<file path="src/uat_pkg.sv">
/*
 * Package for the asynchronous serial transmitter: constants and carrier types.
 * Assumes it is compiled before every file that names it.
 */
package uat_pkg;

	// ==========================================================
	// Reset values and frame layout
	// ==========================================================
	localparam logic       POLARITY_RST  = 1'h0;
	localparam logic       ENABLE_RST    = 1'h0;
	localparam logic [3:0] DATA_BITS_8   = 4'h8;
	localparam logic [3:0] DATA_BITS_9   = 4'h9;
	localparam logic [3:0] BIT_CNT_RST   = 4'h0;
	localparam logic [8:0] SHIFT_RST     = 9'h1FF;
	localparam logic       MARK_LEVEL    = 1'h1;
	localparam logic       SPACE_LEVEL   = 1'h0;
	localparam logic [1:0] FLAG_DLY_RST  = 2'h0;
	localparam logic [1:0] FLAG_DLY_CYC  = 2'h2;

	// ==========================================================
	// Types
	// ==========================================================
	typedef struct packed {
		logic       ninth;
		logic [7:0] low;
	} uat_char_t;

	typedef struct packed {
		logic serial_port_enable_bit;
		logic transmit_enable_bit;
		logic sync_mode;
		logic nine_bit_select;
		logic polarity_select_bit;
	} uat_cfg_t;

	typedef enum logic [1:0] {
		ST_IDLE,
		ST_START,
		ST_DATA,
		ST_STOP
	} uat_state_t;

endpackage

</file>
<file path="src/uat_buf2.sv">
/*
 * Two-entry buffer with valid and ready on both sides.
 * Assumes one clock and an asynchronous active-low reset.
 */
`timescale 1ns/10ps
module uat_buf2 (
	input  wire logic              ref_clk,
	input  wire logic              rst_n,
	input  wire logic              in_valid,
	output logic                   in_ready,
	input  wire uat_pkg::uat_char_t in_data,
	output logic                   out_valid,
	input  wire logic              out_ready,
	output uat_pkg::uat_char_t     out_data,
	output logic [1:0]             fill
);

	// ==========================================================
	// Storage
	// ==========================================================
	uat_pkg::uat_char_t mem_r [2];
	logic               wr_ptr_r;
	logic               rd_ptr_r;
	logic [1:0]         cnt_r;
	wire                push;
	wire                pop;

	// Handshakes; full and empty follow the entry count honestly.
	assign in_ready  = (cnt_r != 2'h2);
	assign out_valid = (cnt_r != 2'h0);
	assign push      = in_valid & in_ready;
	assign pop       = out_valid & out_ready;
	assign out_data  = mem_r[rd_ptr_r];
	assign fill      = cnt_r;

	// Pointer and count update.
	always_ff @(posedge ref_clk or negedge rst_n) begin
		if (!rst_n) begin
			wr_ptr_r <= 1'h0;
			rd_ptr_r <= 1'h0;
			cnt_r    <= 2'h0;
		end else begin
			wr_ptr_r <= wr_ptr_r ^ push;
			rd_ptr_r <= rd_ptr_r ^ pop;
			cnt_r    <= 2'(cnt_r + {1'h0, push} - {1'h0, pop});
		end
	end

	// Entry writes need no reset since valid is tracked by the count.
	always_ff @(posedge ref_clk) begin
		if (push) begin
			mem_r[wr_ptr_r] <= in_data;
		end
	end

endmodule

</file>
<file path="src/uat_tx.sv">
/*
 * Asynchronous serial transmitter: holding buffer, hidden shift register,
 * NRZ framing, polarity select and buffer-empty status.
 * Assumes a single-cycle baud tick from a shared baud generator on ref_clk,
 * and configuration bits from logic on the same clock.
 */
`timescale 1ns/10ps
module uat_tx (
	input  wire logic              ref_clk,
	input  wire logic              rst_n,
	input  wire uat_pkg::uat_cfg_t cfg,
	input  wire logic              baud_tick,
	input  wire logic              ninth_data_bit,
	input  wire logic [7:0]        wr_data,
	input  wire logic              wr_valid,
	output logic                   wr_ready,
	input  wire logic              tx_buffer_empty_irq_enable,
	output logic                   tx_buffer_empty_flag,
	output logic                   tx_irq_request,
	output logic                   shift_register_empty_status,
	output logic                   transmit_clock_pin_out,
	output logic                   transmit_clock_pin_oe,
	output logic                   configurable_logic_cell_tx
);

	// ==========================================================
	// Configuration decode
	// ==========================================================
	wire async_on;
	wire tx_on;
	wire [3:0] data_len;

	// Transmitter runs only when port enabled, tx enabled and sync clear.
	assign async_on = cfg.serial_port_enable_bit & ~cfg.sync_mode;
	assign tx_on    = async_on & cfg.transmit_enable_bit;
	assign data_len = cfg.nine_bit_select ? uat_pkg::DATA_BITS_9
	                                      : uat_pkg::DATA_BITS_8;

	// ==========================================================
	// Holding buffer
	// ==========================================================
	uat_pkg::uat_char_t wr_char;
	uat_pkg::uat_char_t hold_char;
	logic               hold_valid;
	logic               hold_ready;
	logic               buf_in_ready;
	logic [1:0]         buf_fill;

	// The ninth bit is sampled with the low byte in the same write.
	assign wr_char  = '{ninth: ninth_data_bit, low: wr_data};
	assign wr_ready = buf_in_ready & tx_on;

	// Two entries keep a stalled shifter from losing a word; the writer
	// sees wr_ready drop when both are occupied.
	uat_buf2 u_hold (
		.ref_clk   (ref_clk),
		.rst_n     (rst_n),
		.in_valid  (wr_valid & tx_on),
		.in_ready  (buf_in_ready),
		.in_data   (wr_char),
		.out_valid (hold_valid),
		.out_ready (hold_ready),
		.out_data  (hold_char),
		.fill      (buf_fill)
	);

	// ==========================================================
	// Shift register and frame sequencer
	// ==========================================================
	uat_pkg::uat_state_t state_r;
	uat_pkg::uat_state_t state_nxt;
	logic [8:0]          shift_r;
	logic [8:0]          shift_nxt;
	logic [3:0]          bit_cnt_r;
	logic [3:0]          bit_cnt_nxt;
	logic                line_r;
	logic                line_nxt;
	wire                 load;
	wire                 last_data;

	// A character loads whenever the shifter is idle and tx_on is set, which includes the
	// cycle right after the stop bit ends.
	assign load       = (state_r == uat_pkg::ST_IDLE) & hold_valid & tx_on;
	assign hold_ready = load;
	assign last_data  = (bit_cnt_r == 4'(data_len - 4'h1));

	// Next-state logic; every bit advances only on a baud tick.
	always_comb begin
		state_nxt   = state_r;
		shift_nxt   = shift_r;
		bit_cnt_nxt = bit_cnt_r;
		line_nxt    = line_r;
		case (state_r)
			uat_pkg::ST_IDLE: begin
				line_nxt = uat_pkg::MARK_LEVEL;
				if (load) begin
					// Ninth bit rides above the byte so it leaves last.
					shift_nxt   = {hold_char.ninth, hold_char.low};
					bit_cnt_nxt = uat_pkg::BIT_CNT_RST;
					state_nxt   = uat_pkg::ST_START;
				end
			end
			uat_pkg::ST_START: begin
				if (baud_tick) begin
					line_nxt  = uat_pkg::SPACE_LEVEL;
					state_nxt = uat_pkg::ST_DATA;
				end
			end
			uat_pkg::ST_DATA: begin
				if (baud_tick) begin
					line_nxt    = shift_r[0];
					shift_nxt   = {uat_pkg::MARK_LEVEL, shift_r[8:1]};
					bit_cnt_nxt = 4'(bit_cnt_r + 4'h1);
					if (last_data) begin
						state_nxt = uat_pkg::ST_STOP;
					end
				end
			end
			uat_pkg::ST_STOP: begin
				if (baud_tick) begin
					if (bit_cnt_r != uat_pkg::BIT_CNT_RST) begin
						// Drive the stop bit for a full period.
						line_nxt    = uat_pkg::MARK_LEVEL;
						bit_cnt_nxt = uat_pkg::BIT_CNT_RST;
					end else begin
						state_nxt = uat_pkg::ST_IDLE;
					end
				end
			end
			default: begin
				state_nxt = uat_pkg::ST_IDLE;
			end
		endcase
		if (!tx_on) begin
			state_nxt = uat_pkg::ST_IDLE;
			line_nxt  = uat_pkg::MARK_LEVEL;
		end
	end

	// Sequencer registers.
	always_ff @(posedge ref_clk or negedge rst_n) begin
		if (!rst_n) begin
			state_r   <= uat_pkg::ST_IDLE;
			shift_r   <= uat_pkg::SHIFT_RST;
			bit_cnt_r <= uat_pkg::BIT_CNT_RST;
			line_r    <= uat_pkg::MARK_LEVEL;
		end else begin
			state_r   <= state_nxt;
			shift_r   <= shift_nxt;
			bit_cnt_r <= bit_cnt_nxt;
			line_r    <= line_nxt;
		end
	end

	// ==========================================================
	// Status flags
	// ==========================================================
	logic       flag_r;
	logic       flag_nxt;
	logic       tsr_empty_r;
	wire        flag_raw;
	wire        write_seen;

	// Empty while tx_on unless the shifter is busy and another char waits; with the
	// two-entry buffer a waiting char means the buffer holds any entry
	// while busy, not only when the buffer is full.
	assign flag_raw   = tx_on & ~(hold_valid & (state_r != uat_pkg::ST_IDLE));
	assign write_seen = wr_valid & wr_ready;

	// The flag keeps its old value across the write edge and follows buffer
	// state from the next edge on, so a poll right after the write reads stale.
	assign flag_nxt = (write_seen & tx_on) ? flag_r : flag_raw;

	// Flag pipeline; no software path reaches these flip-flops.
	always_ff @(posedge ref_clk or negedge rst_n) begin
		if (!rst_n) begin
			flag_r      <= uat_pkg::ENABLE_RST;
			tsr_empty_r <= 1'h1;
		end else begin
			flag_r      <= flag_nxt;
			tsr_empty_r <= (state_nxt == uat_pkg::ST_IDLE);
		end
	end

	// The enable gates only the request, never the flag itself.
	assign tx_buffer_empty_flag        = flag_r;
	assign tx_irq_request              = flag_r & tx_buffer_empty_irq_enable;
	assign shift_register_empty_status = tsr_empty_r;

	// ==========================================================
	// Output polarity and pin
	// ==========================================================
	wire line_out;

	// Inversion applies only in async mode; sync mode owns the bit otherwise.
	assign line_out = line_r ^ (cfg.polarity_select_bit & async_on);

	// The port enable alone turns the pin driver on.
	assign transmit_clock_pin_out     = line_out;
	assign transmit_clock_pin_oe      = cfg.serial_port_enable_bit;
	assign configurable_logic_cell_tx = line_out;

endmodule

</file>
<file path="config.mk">
export PLATFORM = sky130hd
export DESIGN_NAME = uat_tx
export DESIGN_NICKNAME = d
export VERILOG_FILES = /design/src/uat_pkg.sv /design/src/uat_buf2.sv /design/src/uat_tx.sv
export SDC_FILE = /design/constraint.sdc
export NUM_CORES = 1
export LEC_CHECK = 0
export BUFFER_PORTS_ARGS = -buffer_cell sky130_fd_sc_hd__buf_4
export CORE_MARGIN = 2
export CORE_UTILIZATION = 32
export CTS_BUF_LIST = sky130_fd_sc_hd__clkbuf_8
export DETAILED_ROUTE_END_ITERATION = 8
export PLACE_DENSITY_LB_ADDON = 0.25
export SLEW_MARGIN = 20
export SYNTH_ARGS = -nofsm -noshare
export SYNTH_HDL_FRONTEND = slang
export SYNTH_SLANG_ARGS = --single-unit
</file>
<file path="constraint.sdc">
create_clock -name ref_clk -period 2.3 [get_ports ref_clk]
set_clock_uncertainty 0.15 [all_clocks]
set_input_delay 0.115 -clock ref_clk [delete_from_list [all_inputs] [get_ports ref_clk]]
set_output_delay 0.115 -clock ref_clk [all_outputs]
set_load 0.02 [all_outputs]
</file>
# Yosys cells after proc, flatten, opt, wreduce, memory -nomap -nowiden
# Memories as Yosys holds them, arrays and structs flattened.
# Cells that the tools add are included.
dict set report totals {
  ff_bits 22
  ram_bits 18
  in_bits 19
  out_inout_bits 7
  wordCells 81
  n_memories 1
}
dict set report op_classes {
  add_sub_neg 4
  n_eq_ne 13
  muxes 25
  bitwise 19
  reduce_logical 10
}
# name depth width read_ports rd_clocked_by_memory_dff wr line_no
set memory_table {}
lappend memory_table {u_hold.mem_r 2 9 1 0 1 uat_buf2.sv:21} ;# uat_pkg::uat_char_t mem_r [2];
# operator n
set op_table {}
lappend op_table {{2-to-1 mux 9 bit} 2}
lappend op_table {{case mux 9 bit (2 select lines)} 1}
lappend op_table {{2-to-1 mux 4 bit} 4}
lappend op_table {{AND 1 bit} 14}
lappend op_table {{2-to-1 mux 2 bit} 7}
lappend op_table {{inequality test 3 bit, second input constant} 4}
lappend op_table {{case mux 4 bit (3 select lines)} 1}
lappend op_table {{2-to-1 mux 1 bit} 8}
lappend op_table {{inequality test 2 bit, second input constant} 4}
lappend op_table {{case mux 2 bit (4 select lines)} 1}
lappend op_table {{nonzero test 2 bit} 3}
lappend op_table {{AND reduction 5 bit} 1}
lappend op_table {{adder 4 x 1 -> 4 bit, second input constant} 1}
lappend op_table {{== test 2 bit, second input constant} 2}
lappend op_table {{== test 4 bit} 1}
lappend op_table {{zero test 2 bit} 2}
lappend op_table {{case mux 1 bit (4 select lines)} 1}
lappend op_table {{AND reduction 4 bit} 1}
lappend op_table {{nonzero test 4 bit} 1}
lappend op_table {{subtractor 4 x 1 -> 4 bit, second input constant} 1}
lappend op_table {{AND reduction 3 bit} 1}
lappend op_table {{nonzero test 3 bit} 1}
lappend op_table {{bitwise XOR 1 bit} 3}
lappend op_table {{adder 2 x 1 -> 2 bit} 1}
lappend op_table {{4 further kinds} 5}

# Longest topological paths before layout
# Gate-level depths: netlist of the first run.
dict set report logic_depth {
  depth_word 8
  depth_mapped 9
}

# By module
# Synthesis of the first run repeated with hierarchy kept, for this count alone.
dict set report hier_totals {
  hier_cells 161
  hier_area_um2 1960.6
}
# module instances cells_per_inst area_each_um2
set modules_own_cells {}
lappend modules_own_cells {uat_tx 1 110 1084.8}
lappend modules_own_cells {uat_buf2 1 51 875.8}

# Worst setup path before layout of the first run
# OpenSTA, ideal clock, no wires.
dict set report synth_path {
  path_kind {reg-to-reg}
  startpoint {register u_hold.cnt_r[1] (netlist: u_hold.fill[1])}
  endpoint {register u_hold.cnt_r[1] (netlist: u_hold.fill[1])}
  setup_time_ns 0.125
  t_arrival_ns 1.737
  path_slack_ns 0.288
  stages_incl_launch_ff 9
  n_path_buf 1
  synth_period_minus_slack_ns 2.012
  path_cell_list {dfrtp_1 -> or2_2 -> and3_1 -> clkbuf_1 -> ha_1 -> inv_1 -> ha_1 -> xnor2_1 -> xnor2_1}
}
dict set report synth_between {
  elab_chain_cells 5
}
# item line_no
set synth_rtl {}
lappend synth_rtl {{start: declaration} uat_buf2.sv:24} ;# logic [1:0] cnt_r;
lappend synth_rtl {{start signal: assignment} uat_buf2.sv:45} ;# cnt_r <= 2'(cnt_r + {1'h0, push} - {1'h0, pop});
lappend synth_rtl {{parallel branches: the longest is 4 deep, another holds adder 2 x 1 -> 2 bit} n/a}
lappend synth_rtl {{subtractor 2 x 1 -> 2 bit *} uat_buf2.sv:45}
# Every way passes the cells marked *.
# A chain may end at the register's enable or synchronous reset.

# Final worst setup path of the first run
dict set report layout_path {
  startpoint {register state_r[1]}
  endpoint {register u_hold.cnt_r[1] (netlist: u_hold.fill[1])}
}
dict set report layout_between {
  elab_chain_cells 5
}
# item line_no
set layout_rtl {}
lappend layout_rtl {{start: declaration} uat_tx.sv:70} ;# uat_pkg::uat_state_t state_r;
lappend layout_rtl {{start signal: assignment} uat_tx.sv:143} ;# state_r <= uat_pkg::ST_IDLE;
lappend layout_rtl {{start signal: assignment} uat_tx.sv:148} ;# state_r <= state_nxt;
lappend layout_rtl {{zero test 2 bit} uat_tx.sv:83} ;# assign load = (state_r == uat_pkg::ST_IDLE) & hold_valid & tx_on;
lappend layout_rtl {{AND 1 bit (2 in a row)} uat_tx.sv:83}
lappend layout_rtl {{AND 1 bit} uat_buf2.sv:32} ;# assign pop = out_valid & out_ready;
lappend layout_rtl {{subtractor 2 x 1 -> 2 bit} uat_buf2.sv:45}
# No other way between the ends.

==> results of run 1 <==
==> per-layer routing <==
metal	global-route usage, %	part of all wire (%)	vias up
li1	-	-	608
met1	14.3	42	594
met2	20.3	51	42
met3	3.26	5.6	6
met4	4.00	1.3	0
met5	0	0	-
==> worst min-delay path: cells and delay by family <==
kind                   cells  cell delay [ps]
AO/OA/AOI/OAI              2              220
buffers and inverters      1               90
==> logic make-up (layout without fill, tap and decap cells) <==
group,count (synthesis),after routing,share of synthesized area (%)
multiplexers,26,26,14.2
AND/OR/NAND/NOR,28,28,9.84
AO/OA/AOI/OAI,22,22,9.39
adder cells (fa/ha/maj),6,6,3.83
XOR/XNOR,4,4,1.79
flip-flops,40,40,56.4
buffers and inverters,20,59,4.54
==> area by class of cell <==
type                    instances  area [µm²]
fillers                       553        3480
flip-flops and latches         40        1100
multi-input cells              86         764
repair buffers                 40         333
well taps                      75        93.8
clock buffers                   5        68.8
inverters                      11        41.3
clock inverters                 3        38.8
==> timing repair <==
| item | CTS | global route |
|---|---|---|
| gates resized for setup | 0 | 0 |
| hold endpoints to repair | 43 | 0 |
| hold buffers | 13 | 0 |
==> flip-flops by register name, indices dropped and copies added, names as in the netlist <==
name                         flops
shift_r                          9
u_hold.wr_ptr_r                  1
u_hold.rd_ptr_r                  1
line_r                           1
u_hold.fill                      2
state_r                          2
bit_cnt_r                        4
u_hold.mem_r                    18
shift_register_empty_status      1
tx_buffer_empty_flag             1
==> power by group <==
group,switching (µW),internal (µW),leakage (µW)
Sequential,117,941,0.000422
Combinational,194,253,0.000580
Clock,231,317,0.0000593
Total,542,1510,0.00106
==> Yosys cell counts, types with 2 or more instances <==
| cell type | count |
|---|---|
| o21ai_0 | 2 |
| edfxtp_1 | 18 |
| nand3b_1 | 2 |
| mux2i_1 | 12 |
| o221ai_1 | 2 |
| dfstp_2 | 11 |
| buf_4 | 3 |
| inv_1 | 11 |
| dfrtp_1 | 11 |
| nor2_1 | 4 |
| xnor2_1 | 3 |
| ha_1 | 6 |
| a21oi_1 | 4 |
| clkbuf_1 | 4 |
| nand3_1 | 2 |
| buf_2 | 2 |
| nor2b_1 | 2 |
| and2_1 | 3 |
| and3_1 | 2 |
| mux2_2 | 14 |
| nand2b_1 | 3 |
==> final timing paths <==
| path | startpoint | end | cells after the start |
|---|---|---|---|
| setup / recovery | state_r[1] | u_hold.fill[1] | 7 |
| hold / removal | cfg[1] | state_r[0] | 3 |
| setup reg to reg | state_r[1] | u_hold.fill[1] | 7 |
| hold reg to reg | shift_r[2] | shift_r[2] | 2 |
| max in group asynchronous | rst_n | shift_r[1] | 2 |
| min in group asynchronous | rst_n | state_r[0] | 2 |
==> stage by stage <==
stage	hold WS (ps)	worst slack, ps	utilization, %	power [µW]
6_report	21.0	232	41.3	2050
5_1_grt	18.7	79.1	41.3	2180
4_1_cts	22.0	242	41.3	2080
3_5_place_dp	-120	264	37.3	1500
3_3_place_gp	-128	302	37.3	1490
2_1_floorplan	-331	288	-	1370
==> qor.yml, run 1 <==
nNetsFinal: 209
drt_iter0_drc: 60
yosysWarnings: 0
layout_min_cycle_time_ps: 2070
finalInstanceArea_um2: 2440
final_cells: 260
dp.cells: 239
area_growth_pct: 24.9
synth_edf_count: 18
path_cells: "nor2_1 > and3_1 > ha_1 > inv_1 > ha_1 > xnor2_1 > xnor2_1"
ys_ff_latch: 40
wl_per_cell_um: 14.0
post_dp_cell_area_um2: 2210
cts_tree: "built"
ys.flop_type: "edfxtp_1"
clock_latency_ps: 290
io_buffer_count: 25
grt_pass1_wl_um: 5860
clk_path_buf_depth: 2
yosysSeqAreaShare_pct: 56.4
ant_nets: 0
tightest_slew_ps: 533
final_cell_mix: "27 x buf_4, 18 x edfxtp_1, 14 x mux2_2"
viasPerCell: 4.81
start_util_pct: 33.1
netlist_instances: 146
cts.sinks: 40
clk_pin_slew_ps: 80
grt_pass1_vias: 1250
hold_viol_final: 0
dp_hpwl_um: 2430
endpoint_kind: "register"
crit_slowest_cell: "dfrtp_1"
io_pins: 26
h-tree-depth: 2
wl_um: 3640
maxCapViolCount: 0
final_common_cell: "buf_4"
synth-async-reset-ratio_pct: 55.0
vias: 1250
drc: 0
start_kind: "register"
p_per_area_nw_per_um2: 840
synth_top_area_cell: "edfxtp_1"
relSlewSlack_pct: 64.5
syn_nets: 171
dieHeight_um: 82.2
path_buf_inv: 1
crit_required_ps: 2370
grt_max_degree: 23
status: "finished, final reports clean"
drtPass1Iterations: 4
overflow: 0
track_usage_pct: 11.9
ir_worst_vdd_v: 0.000421
rsz0062_at_grt: "no"
die_w_um: 82.2
worstPathMaxFanout: 10
syn_avg_cell_area_um2: 13.4
post-cts-setup-buffers: 0
synth_top_area_share_pct: 27.6
critical_path_class: "reg2reg"
antenna_found_initial: 0
leakagePower_uw: 0.00106
gp_congestion: 0.871
cp_top_family: "simple AND/OR/NAND/NOR gates"
num_rows: 28
synth_area_um2: 1960
synth_area_leaders: "edfxtp_1 28%, dfstp_2 15%, dfrtp_1 14%"
dieArea_um2: 6760
post-route-period-util_pct: 89.9
max_freq_mhz: 483
numCtsBuffers: 5
drive_gt1_share_pct: 34.1
fp.coreArea_um2: 5920
rrSetupSlack_ps: 230
root_buffer: "clkbuf_8"
worstHoldPathType: "in2reg"
setup_viol: 0
setup_tns_ps: 0
max_stage_delay_ps: 490
diodes: 0
synth.distinct_cells: 46
worstPathArrival_ps: 2140
final_max_slew_viol_count: 0
(Power assumes the default switching activity.)
==> run 2, diff against run 1 <==
--- a/config.mk
+++ b/config.mk
@@ -7,7 +7,7 @@
 export LEC_CHECK = 0
 export BUFFER_PORTS_ARGS = -buffer_cell sky130_fd_sc_hd__buf_4
 export CORE_MARGIN = 2
-export CORE_UTILIZATION = 32
+export CORE_UTILIZATION = 53
 export CTS_BUF_LIST = sky130_fd_sc_hd__clkbuf_8
 export DETAILED_ROUTE_END_ITERATION = 8
 export PLACE_DENSITY_LB_ADDON = 0.25
==> constraint.sdc (replaced) <==
create_clock -name ref_clk -period 1.77 [get_ports ref_clk]
set_clock_uncertainty 0.15 [all_clocks]
set_input_delay 0.0885 -clock ref_clk [delete_from_list [all_inputs] [get_ports ref_clk]]
set_output_delay 0.0885 -clock ref_clk [all_outputs]
set_load 0.02 [all_outputs]
==> run 2 against run 1 <==
Against the previous run:
- via count is 7.9% higher
- register-to-register slack worse by 220 ps
- critical path depth stayed put
- final cell count is 2.3% lower
- global-route usage is 8.7 points higher
- critical path type unchanged
- wire length is 6.0% higher
- highest routed layer unchanged
- clock power is 42% higher
- largest power group unchanged
- first-iteration DRC count is 67% higher
- total power is 44% higher
- die area is 38% lower
- non-clock buffer count is 21 higher
- fmax is 18% higher
==> qor.yml, run 2 (synthesized netlist as in run 1, its figures left out) <==
vias: 1349  # +7.9%
layout_min_cycle_time_ps: 1760  # -312 ps
start_util_pct: 54.3  # +21 points
largest_register_ffs: 18  # unchanged
largest-register: "u_hold.mem_r"
clk_path_buf_depth: 2  # unchanged
overflow: 0  # unchanged
post_dp_cell_area_um2: 2330  # +5.5%
dp_hpwl_um: 2520  # +3.5%
reg2reg_to: "u_hold.fill[1]"
start_kind: "register"
multi_input_area_um2: 825  # +7.9%
io_buffer_count: 25  # unchanged
relSlewSlack_pct: 79.3  # +15 points
dieArea_um2: 4200  # -38%
max_freq_mhz: 569  # +18%
diodes: 0  # unchanged
drive_gt1_share_pct: 46.6  # +13 points
rsz0062_at_grt: "yes"
final_cells: 254  # -2.3%
tightest_slew_ps: 310  # -223 ps
track_usage_pct: 20.6  # +8.7 points
hold_viol_final: 0  # unchanged
critical_path_class: "reg2reg"
nNetsFinal: 230  # +10%
ir_worst_vdd_v: 0.000833  # +98%
final_cell_mix: "47 x buf_4, 18 x edfxtp_1, 14 x mux2_2, 14 x dlygate4sd3_1, 12 x mux2i_1"
antenna_found_initial: 0  # unchanged
grt_max_degree: 23  # unchanged
endpoint_kind: "register"
worstHoldPathType: "in2reg"
wl_per_cell_um: 15.2  # +8.5%
ff_latch_area_um2: 1110  # +0.23%
maxCapViolCount: 0  # unchanged
leakagePower_uw: 0.00115  # +8.4%
clock_latency_ps: 300  # about the same
dieHeight_um: 64.8  # -21%
wl_um: 3860  # +6.0%
worstPathMaxFanout: 4  # -6
die_w_um: 64.8  # -21%
r2r_start: "u_hold.fill[1]"
cts.sinks: 40  # unchanged
setup_viol: 0  # unchanged
worstPathArrival_ps: 1790  # -350 ps
num_rows: 22  # -21%
final_common_cell: "buf_4"
fp.coreArea_um2: 3610  # -39%
root_buffer: "clkbuf_8"
post-route-period-util_pct: 99.3  # +9.3 points
cts_tree: "built"
dp.cells: 227  # -5.0%
rrSetupSlack_ps: 10  # -220 ps
reg_top3: "u_hold.mem_r: 18 flops, shift_r: 9 flops, bit_cnt_r: 4 flops"
drtPass1Iterations: 4  # unchanged
numCtsBuffers: 5  # unchanged
viasPerCell: 5.31  # +10%
crit_required_ps: 1800  # -570 ps
io_pins: 26  # unchanged
grt_pass1_wl_um: 6280  # +7.2%
r2r_cells: 7  # unchanged
min_from: "wr_valid"
area_growth_pct: 35.2
holdPathEnd: "tx_buffer_empty_flag"
drc: 0  # unchanged
status: "finished, final reports clean"
finalInstanceArea_um2: 2650  # +8.3%
ant_nets: 0  # unchanged
drt_iter0_drc: 100  # +67%
gp_congestion: 0.799  # -8.3%
worstHoldPathCells: 4  # +1
p_per_area_nw_per_um2: 1120  # +33%
fill_cells: 245  # -56%
final_max_slew_viol_count: 0  # unchanged
grt_pass1_vias: 1380  # +10%
h-tree-depth: 2  # unchanged
clk_pin_slew_ps: 80  # about the same
[run 2: report_power, final]
| group | internal, µW | switching (µW) | leakage [µW] | total (µW) |
|---|---|---|---|---|
| combinational | 485 | 361 | 0.000670 | 847 |
| clock | 461 | 319 | 0.0000614 | 780 |
| sequential | 1220 | 107 | 0.000418 | 1330 |
[run 2: how the worst max path moves through the flow]
stage / slack, ps / from / to
floorplan: -150 / u_hold.fill[1] / u_hold.fill[1]
global placement: -3 / u_hold.fill[1] / u_hold.fill[1]
detailed placement: -50 / u_hold.fill[1] / u_hold.fill[1]
CTS: -4 / u_hold.fill[1] / u_hold.fill[1]
global route: -50 / bit_cnt_r[0] / state_r[0]
finish: 10 / u_hold.fill[1] / u_hold.fill[1]
[run 2: final cells by class]
| class | count | share of cell area (%) |
|---|---|---|
| repair buffers | 61 | 18.6 |
| flip-flops and latches | 40 | 41.8 |
| multi-input cells | 86 | 31.1 |
| inverters | 11 | 1.56 |
| well taps | 48 | 2.27 |
| clock inverters | 2 | 1.47 |
| clock buffers | 6 | 3.12 |
[run 2: timing repair]
item / 4_1_cts / 5_1_grt
resized for setup: 3 / 4
pin swaps: 6 / 6
gates cloned: 0 / 0
endpoints found under the setup margin: 4 / 20
buffers inserted: 2 / 3
hold endpoints to repair: 44 / 0
hold buffers: 14 / 0
[run 2: worst max-delay path: stages (launching register included)]
cell and delay [ps]:
dfrtp_1 410, or2_4 240, and3_4 160, ha_4 250
inv_2 40, ha_4 150, xnor2_2 120, xnor2_1 120
[run 2: metal layers]
metal / GRT usage (%) / wire length [µm] / vias up
met1: 23.5 / 1570 / 670
met5: 0 / 0 / -
met4: 9.04 / 31 / 0
met3: 6.42 / 138 / 2
met2: 35.3 / 2120 / 26
li1: - / - / 651
[run 2: stage by stage]
| step | power, µW | util, % | setup WS (ps) | TNS [ps] | hold slack [ps] |
|---|---|---|---|---|---|
| after floorplan | 1840 | - | -154 | -154 | -357 |
| after global placement | 2070 | 64.6 | -2.89 | -2.89 | -156 |
| after detailed placement | 2110 | 64.6 | -54.4 | -54.4 | -153 |
| after CTS | 2950 | 72.4 | -4.14 | -4.14 | 0.665 |
| after global routing | 3130 | 73.4 | -50.7 | -95.2 | 34.0 |
| final | 2960 | 73.4 | 13.1 | 0 | 6.65 |
==> run 3, diff against run 2 <==
--- a/config.mk
+++ b/config.mk
@@ -7,10 +7,10 @@
 export LEC_CHECK = 0
 export BUFFER_PORTS_ARGS = -buffer_cell sky130_fd_sc_hd__buf_4
 export CORE_MARGIN = 2
-export CORE_UTILIZATION = 53
+export CORE_UTILIZATION = 45
 export CTS_BUF_LIST = sky130_fd_sc_hd__clkbuf_8
 export DETAILED_ROUTE_END_ITERATION = 8
-export PLACE_DENSITY_LB_ADDON = 0.25
+export PLACE_DENSITY = 0.67
 export SLEW_MARGIN = 20
 export SYNTH_ARGS = -nofsm -noshare
 export SYNTH_HDL_FRONTEND = slang
==> run 3 against run 2 <==
Against the previous run:
- the run now ends with negative setup slack left
- clock power decreased by 29%
- global-route usage fell by 3.7 points
- count of clock-buffer cells in the layout down 1
- wire length shrank 2.0%
- sequential share of layout area is 0.85 points higher
- register-to-register slack got worse by 20 ps
- die area increased by 17%
- utilization down 10 points
- largest power group unchanged
==> qor.yml, run 3 (synthesized netlist as in run 1, its figures left out) <==
status: "finished, violations left"
violations: "negative setup slack"
layout_min_cycle_time_ps: 1780  # +24.5 ps
p_per_area_nw_per_um2: 1030  # -7.4%
h-tree-depth: 2  # unchanged
clk_path_buf_depth: 2  # unchanged
place_ws_ps: -47.9  # +6.42 ps
reg_top3: "u_hold.mem_r: 18 flops, shift_r: 9 flops, bit_cnt_r: 4 flops"
crit_required_ps: 1770  # -30 ps
fp.coreArea_um2: 4090  # +13%
rsz0062_at_grt: "yes"
drive_gt1_share_pct: 43.0  # -3.6 points
leakagePower_uw: 0.00113  # -1.9%
dieHeight_um: 70.0  # +8.0%
post-cts-setup-buffers: 0  # -2
worstPathMaxFanout: 3  # -1
worst_slack_ps: -11.4  # -24.5 ps
r2r_cells: 5  # -2
post_dp_cell_area_um2: 2350  # +0.86%
drt_iter0_drc: 105  # +5.0%
numCtsBuffers: 5  # unchanged
diodes: 0  # unchanged
track_usage_pct: 16.9  # -3.7 points
cts.sinks: 40  # unchanged
tightest_slew_ps: 337  # +27.2 ps
largest-register: "u_hold.mem_r"
rrSetupSlack_ps: -10  # -20 ps
final_common_cell: "buf_4"
reg2reg_to: "state_r[0]"
relSlewSlack_pct: 77.5  # -1.8 points
area_growth_pct: 32.2
dieArea_um2: 4900  # +17%
overflow: 0  # unchanged
drc: 0  # unchanged
final_cells: 250  # -1.6%
setup_viol: 2  # +2
min_from: "cfg[1]"
clk_pin_slew_ps: 80  # about the same
vias: 1320  # -2.1%
ant_nets: 0  # unchanged
largest_register_ffs: 18  # unchanged
root_buffer: "clkbuf_8"
max_freq_mhz: 561  # -1.4%
dp_hpwl_um: 2670  # +5.9%
io_pins: 26  # unchanged
worstHoldPathType: "in2reg"
wl_um: 3780  # -2.0%
finalInstanceArea_um2: 2590  # -2.2%
start_kind: "register"
gp_congestion: 0.809  # +1.3%
holdPathEnd: "state_r[0]"
viasPerCell: 5.28  # -0.58%
worstHoldPathCells: 3  # -1
antenna_found_initial: 0  # unchanged
hold_viol_final: 0  # unchanged
wl_per_cell_um: 15.1  # -0.48%
clock_latency_ps: 280  # -20 ps
nNetsFinal: 224  # -2.6%
io_buffer_count: 25  # unchanged
grt_pass1_wl_um: 6440  # +2.5%
ir_worst_vdd_v: 0.000715  # -14%
die_w_um: 70.0  # +8.0%
maxCapViolCount: 0  # unchanged
start_util_pct: 47.9  # -6.4 points
setup_tns_ps: -19.6  # -19.6 ps
drtPass1Iterations: 5  # +1
dp.cells: 228  # +0.44%
grt_pass1_vias: 1371  # -0.65%
endpoint_kind: "register"
cts_tree: "built"
num_rows: 23  # +4.5%
grt_max_degree: 23  # unchanged
worstPathArrival_ps: 1780  # about the same
final_max_slew_viol_count: 0  # unchanged
critical_path_class: "reg2reg"
r2r_start: "bit_cnt_r[1]"
post-route-period-util_pct: 101  # +1.4 points
final_cell_mix: "39 x buf_4, 18 x edfxtp_1, 14 x mux2_2, 14 x dlygate4sd3_1"
==> run 3: changes by cell type in the layout (fill, tap and decap cells not counted), sizes merged <==
cell    previous run  this run
bufinv             1         0
clkbuf             6         5
buf               47        41
inv               11        13
==> run 3: critical path: stages, from the launching register on <==
cell and delay (ps):
dfrtp_1 380, inv_1 60, ha_2 180, or3b_4 390, a222oi_1 340, o22ai_1 140
==> run 3: per-stage QoR <==
step / hold WS [ps] / power [µW] / util (%)
finish: 17.9 / 2680 / 63.3
global route: 23.6 / 2840 / 63.3
CTS: 3.56 / 2700 / 63.0
detailed placement: -148 / 2110 / 57.5
global placement: -157 / 2060 / 57.5
floorplan: -357 / 1840 / -
==> run 3: worst max-delay path by stage <==
stage,startpoint,to,slack (ps),cells past startpoint
after floorplan,u_hold.fill[1],u_hold.fill[1],-150,8
after global placement,bit_cnt_r[0],state_r[0],20,5
after detailed placement,bit_cnt_r[1],state_r[0],-50,5
after CTS,bit_cnt_r[1],state_r[0],-30,5
after global routing,bit_cnt_r[0],state_r[0],-90,5
final,bit_cnt_r[1],state_r[0],-10,5
==> run 3: timing repair <==
action	4_1_cts	5_1_grt
gates resized for setup	1	5
setup endpoints to repair	2	23
hold buffers	14	0
pin swaps	5	5
hold endpoints to repair	44	0
==> run 3: per-layer routing <==
layer	global-route usage, %	share of wire, %	vias up
met5	0	0	-
met4	4.70	0.45	0
met3	4.62	3.8	2
met2	29.9	54	36
met1	20.1	42	641
li1	-	-	641
==> run 3: area by class of cell <==
type,count,area (µm²)
Clock buffer,5,68.8
Clock inverter,3,12.5
Fill cell,314,1500
Inverter,11,41.3
Multi-Input combinational cell,86,826
Sequential cell,40,1100
Tap cell,50,62.6
Timing Repair Buffer,55,473
==> run 3: power breakdown <==
group | internal (µW) | total, µW | switching [µW]
clock | 265 | 555 | 290
sequential | 1220 | 1330 | 102
combinational | 444 | 797 | 353
total | 1930 | 2680 | 745
